File: src/hdl/adbr_pkg.sv
// constants and carrier types for the right-agc decay, adc path and bypass registers
// assumes a byte-wide register port already decoded from the control bus, one clock
//
// Functional notes
// - decay bit 7 low takes decay from register 29, high from own fields.
// - baseline code 00..11 gives 50, 150, 250, 350 ms decay.
// - multiplier field scales baseline by two to the field value, 1 to 128.
// - decay is capped by decimation ratio, 4 s at 1 up to 22.4 s.
// - bits 7 and 6 pick default or programmable high-pass coefficients, left/right.
// - field 5..4 picks digital or analog microphone per channel.
// - bit 3 attaches programmable filter to adc output only while both dacs down.
// - bit 2 low enables bus error detection and clearing; high disables it.
// - status bit 0 shows a detected bus error and clears when read.
// - bits 7..4 close right-side bypass switches onto right line outputs.
// - bits 3..0 close left-side bypass switches onto left line outputs.
package adbr_pkg;

  // register offsets
  localparam logic [6:0] DECAY_OFS  = 7'h6A;
  localparam logic [6:0] PATH_OFS   = 7'h6B;
  localparam logic [6:0] BYPASS_OFS = 7'h6C;

  // values after reset
  localparam logic [7:0] DECAY_RST  = 8'h00;
  localparam logic [7:0] PATH_RST   = 8'h00;
  localparam logic [7:0] BYPASS_RST = 8'h00;

  // field positions
  localparam int DECAY_SRC_BIT   = 7;
  localparam int DECAY_BASE_LSB  = 5;
  localparam int DECAY_MULT_LSB  = 2;
  localparam int HPF_LEFT_BIT    = 7;
  localparam int HPF_RIGHT_BIT   = 6;
  localparam int MIC_LSB         = 4;
  localparam int PROG_FILT_BIT   = 3;
  localparam int DET_DIS_BIT     = 2;
  localparam int ERR_STS_BIT     = 0;

  // baseline decay times in ms
  localparam logic [15:0] BASE_MS_STEP = 16'h0064;  // 100 ms between codes
  localparam logic [15:0] BASE_MS_MIN  = 16'h0032;  // 50 ms

  // decay ceilings in ms, indexed by decimation ratio in half steps
  localparam logic [15:0] LIM_1_MS   = 16'h0FA0;  // 4 s
  localparam logic [15:0] LIM_1P5_MS = 16'h15E0;  // 5.6 s
  localparam logic [15:0] LIM_2_MS   = 16'h1F40;  // 8 s
  localparam logic [15:0] LIM_2P5_MS = 16'h2580;  // 9.6 s
  localparam logic [15:0] LIM_3_MS   = 16'h2BC0;  // 11.2 s
  localparam logic [15:0] LIM_4_MS   = 16'h3E80;  // 16 s
  localparam logic [15:0] LIM_5_MS   = 16'h4B00;  // 19.2 s
  localparam logic [15:0] LIM_5P5_MS = 16'h5780;  // 22.4 s

  // one register access, at most one of wr and rd per cycle
  typedef struct packed {
    logic       wr;
    logic       rd;
    logic [6:0] addr;
    logic [7:0] wdata;
  } adbr_req_s;

  // microphone type per channel
  typedef enum logic [1:0] {
    ADBR_MIC_DIG_DIG = 2'b00,
    ADBR_MIC_DIG_ANA = 2'b01,
    ADBR_MIC_ANA_DIG = 2'b10,
    ADBR_MIC_ANA_ANA = 2'b11
  } adbr_mic_e;

endpackage : adbr_pkg

File: src/hdl/adbr_regs.sv
// register bank: right-agc decay, adc digital path with bus error status, bypass switches
// assumes req comes from the control-bus engine on sys_clk; all inputs are on sys_clk
module adbr_regs #(
  parameter int DATA_W = 8
) (
  // clock and reset
  input  wire logic              sys_clk,
  input  wire logic              rst,
  // register port
  input  wire adbr_pkg::adbr_req_s req,
  output logic [DATA_W-1:0]      rd_data,
  output logic                   rd_valid,
  // agc decay
  input  wire logic [15:0]       legacy_decay_ms,
  input  wire logic [3:0]        adc_decimation_ratio,
  output logic [15:0]            right_agc_decay_ms,
  // adc path
  input  wire logic              left_dac_powered,
  input  wire logic              right_dac_powered,
  output logic                   hpf_left_prog,
  output logic                   hpf_right_prog,
  output adbr_pkg::adbr_mic_e    mic_type,
  output logic                   prog_filter_on_adc,
  // bus condition
  input  wire logic              bus_error_event,
  output logic                   bus_error_clear,
  // bypass switches
  output logic                   second_right_minus_input,
  output logic                   second_right_plus_input,
  output logic                   first_right_minus_input,
  output logic                   first_right_plus_input,
  output logic                   second_left_minus_input,
  output logic                   second_left_plus_input,
  output logic                   first_left_minus_input,
  output logic                   first_left_plus_input
);

  if (DATA_W != 8) begin : g_width_check
    $error("adbr_regs serves 8-bit registers only");
  end

  logic [7:0]  decay_reg;
  logic [7:0]  path_reg;
  logic [7:0]  bypass_reg;
  logic        err_sts_reg;
  logic [15:0] decay_next;
  logic        err_evt;
  logic        wr_decay;
  logic        wr_path;
  logic        wr_bypass;
  logic        rd_path;

  // ceiling for a decimation ratio given in half steps; unknown codes take the lowest cap
  function automatic logic [15:0] decay_limit(input logic [3:0] half_ratio);
    unique case (half_ratio)
      4'h3:        decay_limit = adbr_pkg::LIM_1P5_MS;
      4'h4:        decay_limit = adbr_pkg::LIM_2_MS;
      4'h5:        decay_limit = adbr_pkg::LIM_2P5_MS;
      4'h6, 4'h7:  decay_limit = adbr_pkg::LIM_3_MS;
      4'h8, 4'h9:  decay_limit = adbr_pkg::LIM_4_MS;
      4'hA:        decay_limit = adbr_pkg::LIM_5_MS;
      4'hB, 4'hC:  decay_limit = adbr_pkg::LIM_5P5_MS;
      default:     decay_limit = adbr_pkg::LIM_1_MS;
    endcase
  endfunction : decay_limit

  ////////////////////////////////////////////////////////////////////////////
  // access decode
  assign wr_decay  = req.wr && (req.addr == adbr_pkg::DECAY_OFS);
  assign wr_path   = req.wr && (req.addr == adbr_pkg::PATH_OFS);
  assign wr_bypass = req.wr && (req.addr == adbr_pkg::BYPASS_OFS);
  assign rd_path   = req.rd && (req.addr == adbr_pkg::PATH_OFS);
  assign err_evt   = bus_error_event && !path_reg[adbr_pkg::DET_DIS_BIT];

  // decay register; reserved low bits kept as written, host keeps them zero
  always_ff @(posedge sys_clk or posedge rst) begin
    if (rst) begin
      decay_reg <= adbr_pkg::DECAY_RST;
    end else if (wr_decay) begin
      decay_reg <= req.wdata;
    end
  end

  // path register; bit 1 is read-only zero, bit 0 lives in err_sts_reg
  always_ff @(posedge sys_clk or posedge rst) begin
    if (rst) begin
      path_reg <= adbr_pkg::PATH_RST;
    end else if (wr_path) begin
      path_reg <= {req.wdata[7:2], 2'b00};
    end
  end

  // bypass switch register
  always_ff @(posedge sys_clk or posedge rst) begin
    if (rst) begin
      bypass_reg <= adbr_pkg::BYPASS_RST;
    end else if (wr_bypass) begin
      bypass_reg <= req.wdata;
    end
  end

  ////////////////////////////////////////////////////////////////////////////
  // sticky bus error; a new event beats the read-clear so nothing is lost
  always_ff @(posedge sys_clk or posedge rst) begin
    if (rst) begin
      err_sts_reg <= 1'b0;
    end else if (err_evt) begin
      err_sts_reg <= 1'b1;
    end else if (rd_path) begin
      err_sts_reg <= 1'b0;
    end
  end

  // recovery pulse to the bus engine, only while detection is enabled
  always_ff @(posedge sys_clk or posedge rst) begin
    if (rst) begin
      bus_error_clear <= 1'b0;
    end else begin
      bus_error_clear <= err_evt;
    end
  end

  // read data captured from the pre-clear status; unmapped offsets read zero
  always_ff @(posedge sys_clk or posedge rst) begin
    if (rst) begin
      rd_data  <= 8'h00;
      rd_valid <= 1'b0;
    end else begin
      rd_valid <= req.rd;
      if (req.rd) begin
        unique case (req.addr)
          adbr_pkg::DECAY_OFS:  rd_data <= decay_reg;
          adbr_pkg::PATH_OFS:   rd_data <= {path_reg[7:1], err_sts_reg};
          adbr_pkg::BYPASS_OFS: rd_data <= bypass_reg;
          default:              rd_data <= 8'h00;
        endcase
      end
    end
  end

  ////////////////////////////////////////////////////////////////////////////
  // effective decay time; 350 ms x 128 still fits 16 bits
  always_comb begin
    logic [15:0] base_ms;
    logic [15:0] raw_ms;
    logic [15:0] lim_ms;
    base_ms = adbr_pkg::BASE_MS_MIN
            + 16'(decay_reg[adbr_pkg::DECAY_BASE_LSB +: 2]) * adbr_pkg::BASE_MS_STEP;
    raw_ms  = decay_reg[adbr_pkg::DECAY_SRC_BIT] ?
              16'(base_ms << decay_reg[adbr_pkg::DECAY_MULT_LSB +: 3]) :
              legacy_decay_ms;
    lim_ms  = decay_limit(adc_decimation_ratio);
    decay_next = (raw_ms > lim_ms) ? lim_ms : raw_ms;
  end

  // path outputs registered; filter follows dac power each cycle
  always_ff @(posedge sys_clk or posedge rst) begin
    if (rst) begin
      right_agc_decay_ms <= 16'h0000;
      prog_filter_on_adc <= 1'b0;
    end else begin
      right_agc_decay_ms <= decay_next;
      prog_filter_on_adc <= path_reg[adbr_pkg::PROG_FILT_BIT]
                            && !left_dac_powered && !right_dac_powered;
    end
  end

  // static settings driven straight from their flops
  assign hpf_left_prog  = path_reg[adbr_pkg::HPF_LEFT_BIT];
  assign hpf_right_prog = path_reg[adbr_pkg::HPF_RIGHT_BIT];
  assign mic_type       = adbr_pkg::adbr_mic_e'(path_reg[adbr_pkg::MIC_LSB +: 2]);
  // switch closures; shorting two inputs is the host's to avoid
  assign {second_right_minus_input, second_right_plus_input,
          first_right_minus_input,  first_right_plus_input} = bypass_reg[7:4];
  assign {second_left_minus_input,  second_left_plus_input,
          first_left_minus_input,   first_left_plus_input}  = bypass_reg[3:0];
endmodule : adbr_regs

File: config.mk
export PLATFORM = sky130hd
export DESIGN_NAME = adbr_regs
export DESIGN_NICKNAME = d
export VERILOG_FILES = /design/src/hdl/adbr_pkg.sv /design/src/hdl/adbr_regs.sv
export SDC_FILE = /design/constraint.sdc
export NUM_CORES = 1
export LEC_CHECK = 0
export BUFFER_PORTS_ARGS = -buffer_cell sky130_fd_sc_hd__buf_2
export CAP_MARGIN = 20
export CORE_MARGIN = 2
export CORE_UTILIZATION = 53
export DETAILED_ROUTE_END_ITERATION = 16
export GPL_TIMING_DRIVEN = 1
export HOLD_SLACK_MARGIN = 0.1
export PLACE_DENSITY = 0.77
export SYNTH_ARGS = -nofsm -noshare
export SYNTH_HDL_FRONTEND = slang
export SYNTH_SLANG_ARGS = --single-unit
File: constraint.sdc
create_clock -name sys_clk -period 3.9 [get_ports sys_clk]
set_input_delay 0.195 -clock sys_clk [delete_from_list [all_inputs] [get_ports sys_clk]]
set_output_delay 0.195 -clock sys_clk [all_outputs]
set_load 0.01 [all_outputs]
==> results of run 1 <==
[how the worst max path moves through the flow]
stage	endpoint	slack, ns	cells past startpoint
floorplan	right_agc_decay_ms[10]	0.72	14
global placement	right_agc_decay_ms[11]	0.56	13
detailed placement	right_agc_decay_ms[8]	0.37	13
CTS	right_agc_decay_ms[8]	0.34	13
global route	right_agc_decay_ms[8]	0.009	13
finish	right_agc_decay_ms[8]	0.33	13
[cells by family after synthesis]
group / synth area share (%)
xor+xnor: 0.566
other cells: 0.121
mux: 13.1
flops: 40.5
fa+ha+maj: 5.26
simple gates: 15.8
compound gates: 17.6
buf+inv: 7.12
[stage by stage]
stage / hold WS [ns] / power (mW) / instance area, um2 / worst slack, ns / instances
after global placement: 0.349 / 0.872 / 3480 / 0.555 / 449
after global routing: 0.110 / 1.27 / 3630 / 0.00890 / 461
after CTS: 0.108 / 1.21 / 3600 / 0.337 / 459
final: 0.114 / 1.20 / 3630 / 0.327 / 461
after floorplan: 0.226 / 0.789 / 3090 / 0.716 / 316
after detailed placement: 0.360 / 0.878 / 3480 / 0.368 / 449
[where the power goes]
part           internal [mW]  switching [mW]
sequential             0.554          0.0291
clock                  0.133           0.196
combinational          0.132           0.161
total                  0.819           0.386
[synthesized netlist by cell type (3+ instances only)]
cell and count:
a21o_1 5, a21oi_1 19, a22oi_1 11, buf_2 5, buf_4 6, clkbuf_1 7, dfrtp_1 50, ha_1 13
inv_1 22, mux2_2 25, mux2i_1 10, nand2_1 13, nand2b_1 5, nand4_1 7, nor2_1 25, nor2b_1 8
nor3b_1 3, o211ai_1 5, o21ai_0 15, o221ai_1 3, o22ai_1 8, or2_2 3
[area by class of cell]
class | instances | area [um2]
clock buffer | 5 | 68.8
fill | 492 | 1940
tap | 72 | 90.1
timing repair buffer | 87 | 473
clock inverter | 3 | 28.8
inverter | 25 | 93.8
sequential | 50 | 1250
multi-input combinational | 219 | 1620
[layout by cell type, fill, tap and decap left out, types with 7 or more instances in the layout]
cell | synthesis | routed
nor2_1 | 25 | 25
o22ai_1 | 8 | 8
nor2b_1 | 8 | 8
dfrtp_1 | 50 | 50
a21oi_1 | 19 | 19
nand4_1 | 7 | 7
buf_2 | 5 | 80
a22oi_1 | 11 | 11
inv_1 | 22 | 21
o21ai_0 | 15 | 15
ha_1 | 13 | 12
mux2_2 | 25 | 25
mux2i_1 | 10 | 10
nand2_1 | 13 | 13
[what timing repair did]
| item | CTS | global route |
|---|---|---|
| hold buffers | 2 | 1 |
| resized for setup | 0 | 1 |
| endpoints found under the hold margin | 1 | 50 |
| endpoints found under the setup margin | 0 | 7 |
[worst max-delay path, stage by stage, from the launching register on]
cell	delay (ns)
dfrtp_1	0.54
ha_2	0.40
or3_1	0.34
a311oi_1	0.32
a21oi_1	0.07
a21o_1	0.22
inv_1	0.07
ha_1	0.18
nand4_1	0.15
a21oi_1	0.21
nor3_1	0.10
o31ai_2	0.36
buf_4	0.29
mux2i_1	0.22
[layer usage]
| metal | vias up | part of all wire [%] |
|---|---|---|
| met5 | - | 0 |
| met2 | 88 | 45 |
| met3 | 11 | 6.5 |
| li1 | 1277 | - |
| met4 | 0 | 1.4 |
| met1 | 1253 | 47 |
==> reports/qor.csv, run 1 <==
stage,metric,value,unit
synth,synth_cells,316,
run_status,status,"complete, no violations",
clock_tree,clockBufferDepth,2,
global_routing,grt_pass1_vias,2442,
clock_tree,tritoncts,done,
detailed_routing,vias_per_cell,5.70,
synth,avgSynthCellArea,9.79,um2
detailed_routing,drtIter0Drc,160,
worst_hold_path,hold_depth,1,
timing,fmax,280,MHz
synth,synth_area_leaders,"dfrtp_1 40%, mux2_2 9.1%, ha_1 5.3%",
global_routing,grt_pass1_wl,12.2,mm
critical_path,r2r_setup_slack,0.33,ns
global_routing,grtUsageMet3,4.04,%
worst_hold_path,hold_path.startpoint,req[15],
floorplanning,start_util,55.5,%
timing,tns,0,ns
final_layout,layout-drive-gt1-share,33.7,%
worst_hold_path,hp-class,in2reg,
critical_path,worstPathArrival,3.80,ns
detailed_routing,drtAntennaViolNets,0,
critical_path,crit_start,decay_reg[6],
clock_tree,clock_latency,0.31,ns
clock_tree,htree_num_levels,2,
synth,synth_flop_cell,dfrtp_1,
clock_tree,clkTransAtPathRegs,0.10,ns
global_routing,grtUsageTotal,24.4,%
critical_path,regToRegStartpoint,decay_reg[6],
floorplanning,die_area,6460,um2
global_routing,antenna_found_initial,0,
global_routing,grtUsageMet2,37.6,%
power_and_ir_drop,irDropWorstVdd,0.270,mV
timing,period_share,91.6,%
final_layout,fin_util,65.1,%
timing,layout_min_cycle_time,3.57,ns
final_layout,fin_nets,443,
synth,ys_seq_area_share,40.5,%
synth,synth_top_area_cell,dfrtp_1,
synth,synthesis.area,3090,um2
job,cap_violations,0,
critical_path,cp-end-kind,register,
floorplanning,dieWidth,80.4,um
floorplanning,rows,27,
critical_path,setup.worst_path.start_class,register,
synth,synth_seq_cells,50,
final_layout,syn_to_final_growth,17.4,%
critical_path,reg2reg_depth,13,
final_layout,diodes,0,
timing,rsz0062_at_grt,false,
worst_hold_path,worstHoldEndpoint,rd_valid,
critical_path,path_max_fanout,10,
detailed_routing,drt-total-wl,7.30,mm
synth,synth_cell_types,58,
final_layout,largest_register_ffs,16,
detailed_routing,vias,2629,
power_and_ir_drop,p_per_area,332,nW/um2
detailed_routing,drc_errors,0,
floorplanning,io_pins,81,
critical_path,critPathRequiredTime,4.13,ns
detailed_routing,first_pass_iters,4,
critical_path,r2r_end,right_agc_decay_ms[8],
floorplanning,die_y,80.4,um
global_routing,grt.met1_usage,35.6,%
place,dp_hpwl,5.57,mm
timing,worstMarginPinSlew,0.577,ns
global_routing,grt_max_degree,51,
place,routabilityCongestion,0.915,
global_routing,grt-ovfl-total,0,
clock_tree,root_buffer,clkbuf_8,
clock_tree,clkSinkCount,50,
floorplanning,core,5570,um2
detailed_routing,wire_per_inst,15.8,um
synth,synth_edf_count,0,
global_routing,grt.busiest_layer,met2,
clock_tree,cts_made_buffers,5,
synth,synthArstFlopShare,100,%
synth,syn_nets,371,
place,port_buffers,80,
synth,yosysWarnings,0,
timing,finalSetupViolCount,0,
timing,finalHoldViolations,0,
power_and_ir_drop,p_leak,1.76,nW
synth,synth_top_area_share,40.5,%
clock_tree,post-cts-setup-buffers,0,
timing,skew,0.00773,ns
timing,slew_violations,0,
final_layout,regMostFlops,right_agc_decay_ms,
timing,slew-limit-headroom,61.5,%
critical_path,critical_path_class,reg2reg,
No activity file was read; power rests on OpenSTA's default activity.
==> run 2: changes to the inputs <==
--- a/config.mk
+++ b/config.mk
@@ -8,11 +8,11 @@
 export BUFFER_PORTS_ARGS = -buffer_cell sky130_fd_sc_hd__buf_2
 export CAP_MARGIN = 20
 export CORE_MARGIN = 2
-export CORE_UTILIZATION = 53
+export CORE_UTILIZATION = 55
 export DETAILED_ROUTE_END_ITERATION = 16
 export GPL_TIMING_DRIVEN = 1
 export HOLD_SLACK_MARGIN = 0.1
-export PLACE_DENSITY = 0.77
+export PLACE_DENSITY = 0.8
 export SYNTH_ARGS = -nofsm -noshare
 export SYNTH_HDL_FRONTEND = slang
 export SYNTH_SLANG_ARGS = --single-unit
==> constraint.sdc (replaced) <==
create_clock -name sys_clk -period 4.2 [get_ports sys_clk]
set_input_delay 0.21 -clock sys_clk [delete_from_list [all_inputs] [get_ports sys_clk]]
set_output_delay 0.21 -clock sys_clk [all_outputs]
set_load 0.01 [all_outputs]
==> reports/qor.csv, run 2 (synthesized netlist as in run 1, its figures left out) <==
stage,metric,value,unit,change
run_status,status,"complete, no violations",,unchanged
final_layout,layout-drive-gt1-share,33.5,%,was 33.7%
timing,worstMarginPinSlew,0.566,ns,was 0.577 ns
critical_path,critical_path_class,reg2reg,,unchanged
final_layout,layout_commonest_cell,buf_2,,unchanged
power_and_ir_drop,power.total,1.11,mW,was 1.20 mW
critical_path,critical_path_depth,14,,was 13
worst_hold_path,hp-class,in2reg,,unchanged
timing,period_share,91.2,%,was 91.6%
global_routing,grt_pass1_wl,12.3,mm,was 12.2 mm
floorplanning,rows,27,,unchanged
critical_path,worstPathArrival,4.06,ns,was 3.80 ns
global_routing,grt_pass1_vias,2511,,"was 2,442"
clock_tree,clockBufferDepth,2,,unchanged
floorplanning,start_util,56.5,%,was 55.5%
place,dp_hpwl,5.69,mm,was 5.57 mm
final_layout,syn_to_final_growth,17.1,%,was 17.4%
global_routing,grt-ovfl-total,0,,unchanged
timing,finalSetupViolCount,0,,unchanged
place,port_buffers,80,,unchanged
timing,tns,0,ns,unchanged
timing,finalHoldViolations,0,,unchanged
critical_path,cp-end-kind,register,,unchanged
detailed_routing,vias_per_cell,5.78,,was 5.70
final_layout,diodes,0,,unchanged
power_and_ir_drop,irDropWorstVdd,0.276,mV,was 0.270 mV
critical_path,path_delay_family,compound AO/OA/AOI/OAI gates,,unchanged
critical_path,critPathRequiredTime,4.43,ns,was 4.13 ns
detailed_routing,wire_per_inst,16.4,um,was 15.8 um
detailed_routing,drt-total-wl,7.53,mm,was 7.30 mm
detailed_routing,first_pass_iters,4,,unchanged
floorplanning,io_pins,81,,unchanged
clock_tree,clkSinkCount,50,,unchanged
floorplanning,die_area,6240,um2,was 6460 um2
clock_tree,clkTransAtPathRegs,0.10,ns,about the same
clock_tree,clock_latency,0.31,ns,about the same
global_routing,antenna_found_initial,0,,unchanged
timing,rsz0062_at_grt,false,,unchanged
critical_path,crit_buf_inv,3,,was 2
timing,fmax,261,MHz,was 280 MHz
clock_tree,cts_made_buffers,5,,unchanged
clock_tree,root_buffer,clkbuf_8,,unchanged
clock_tree,htree_num_levels,2,,unchanged
final_layout,fin_nets,442,,was 443
timing,layout_min_cycle_time,3.83,ns,was 3.57 ns
worst_hold_path,hold_depth,1,,unchanged
floorplanning,die_y,79.0,um,was 80.4 um
critical_path,crit_chain,inv_1 > ha_1 > or3_1 > a311oi_1 > a21oi_1 > a21o_1 > inv_1 > ha_1 > nand4_1 > a21oi_1 > nor3_1 > o31ai_2 > buf_4 > mux2i_1,,was ha_2 > or3_1 > a311oi_1 > a21oi_1 > a21o_1 > inv_1 > ha_1 > nand4_1 > a21oi_1 > nor3_1 > o31ai_2 > buf_4 > mux2i_1
detailed_routing,vias,2661,,"was 2,629"
critical_path,reg2reg_depth,14,,was 13
global_routing,grt_max_degree,51,,unchanged
power_and_ir_drop,p_leak,1.75,nW,was 1.76 nW
power_and_ir_drop,p_per_area,308,nW/um2,was 332 nW/um2
timing,slew-limit-headroom,62.3,%,was 61.5%
clock_tree,tritoncts,done,,unchanged
floorplanning,core,5470,um2,was 5570 um2
critical_path,path_max_fanout,17,,was 10
final_layout,regMostFlops,right_agc_decay_ms,,unchanged
critical_path,setup.worst_path.start_class,register,,unchanged
final_layout,largest_register_ffs,16,,unchanged
detailed_routing,drtIter0Drc,199,,was 160
timing,skew,0.00948,ns,was 0.00773 ns
floorplanning,dieWidth,79.0,um,was 80.4 um
detailed_routing,drtAntennaViolNets,0,,unchanged
critical_path,critPathSlowestCell,dfrtp_2,,was dfrtp_1
job,cap_violations,0,,unchanged
final_layout,final_cell_mix,"80 x buf_2, 49 x dfrtp_1, 25 x mux2_2, 25 x nor2_1, 21 x inv_1",,"was 80 x buf_2, 50 x dfrtp_1, 25 x mux2_2, 25 x nor2_1, 21 x inv_1"
critical_path,worst_path_largest_cell_delay,0.56,ns,was 0.54 ns
global_routing,grtUsageTotal,25.1,%,was 24.4%
timing,slew_violations,0,,unchanged
place,routabilityCongestion,0.890,,was 0.915
detailed_routing,drc_errors,0,,unchanged
## run 2: power by group
group / switching (mW) / internal (mW)
clock: 0.176 / 0.124
sequential: 0.0306 / 0.514
combinational: 0.149 / 0.121
total: 0.356 / 0.759
## run 2: final timing paths
kind	start	to	slack, ns
min reg2reg	err_sts_reg	err_sts_reg	0.49
min in group asynchronous	rst	right_agc_decay_ms[15]	0.33
max	decay_reg[5]	right_agc_decay_ms[14]	0.37
max reg2reg	decay_reg[5]	right_agc_decay_ms[14]	0.37
max in group asynchronous	rst	decay_reg[5]	3.40
min	req[15]	rd_valid	0.13
## run 2: what timing repair did
action,4_1_cts,5_1_grt
hold buffers,2,1
hold endpoints to repair,1,15
resized for setup,0,1
buffers inserted,0,0
endpoints found under the setup margin,0,7
## run 2: layer usage
layer	global-route usage [%]	share of wire, %	routed length [um]
met1	35.4	45	3410
met2	40.5	48	3610
met3	3.98	5.7	426
met4	6.72	1.2	88
met5	0	0	0
## run 2: worst reg2reg max path: cells and delay by family, from the launching register on
family,cells,cell delay [ns]
compound gates,5,1.26
fa+ha+maj,2,0.61
buf+inv,3,0.49
flops,1,0.56
mux,1,0.22
simple gates,3,0.60
## run 2: final cells by class
class / instances / area (um2)
Clock buffer: 5 / 68.8
Clock inverter: 3 / 28.8
Fill cell: 458 / 1850
Inverter: 25 / 93.8
Multi-Input combinational cell: 219 / 1620
Sequential cell: 50 / 1250
Tap cell: 72 / 90.1
Timing Repair Buffer: 86 / 465
## run 2: stage by stage
step / hold slack (ns) / setup slack (ns) / util, % / cells / area [um2]
detailed placement: 0.368 / 0.294 / 63.4 / 448 / 3470
CTS: 0.121 / 0.258 / 65.6 / 458 / 3590
finish: 0.126 / 0.369 / 66.2 / 460 / 3620
global placement: 0.364 / 0.519 / 63.4 / 448 / 3470
global route: 0.130 / 0.132 / 66.2 / 460 / 3620
floorplan: 0.241 / 1.02 / - / 316 / 3090
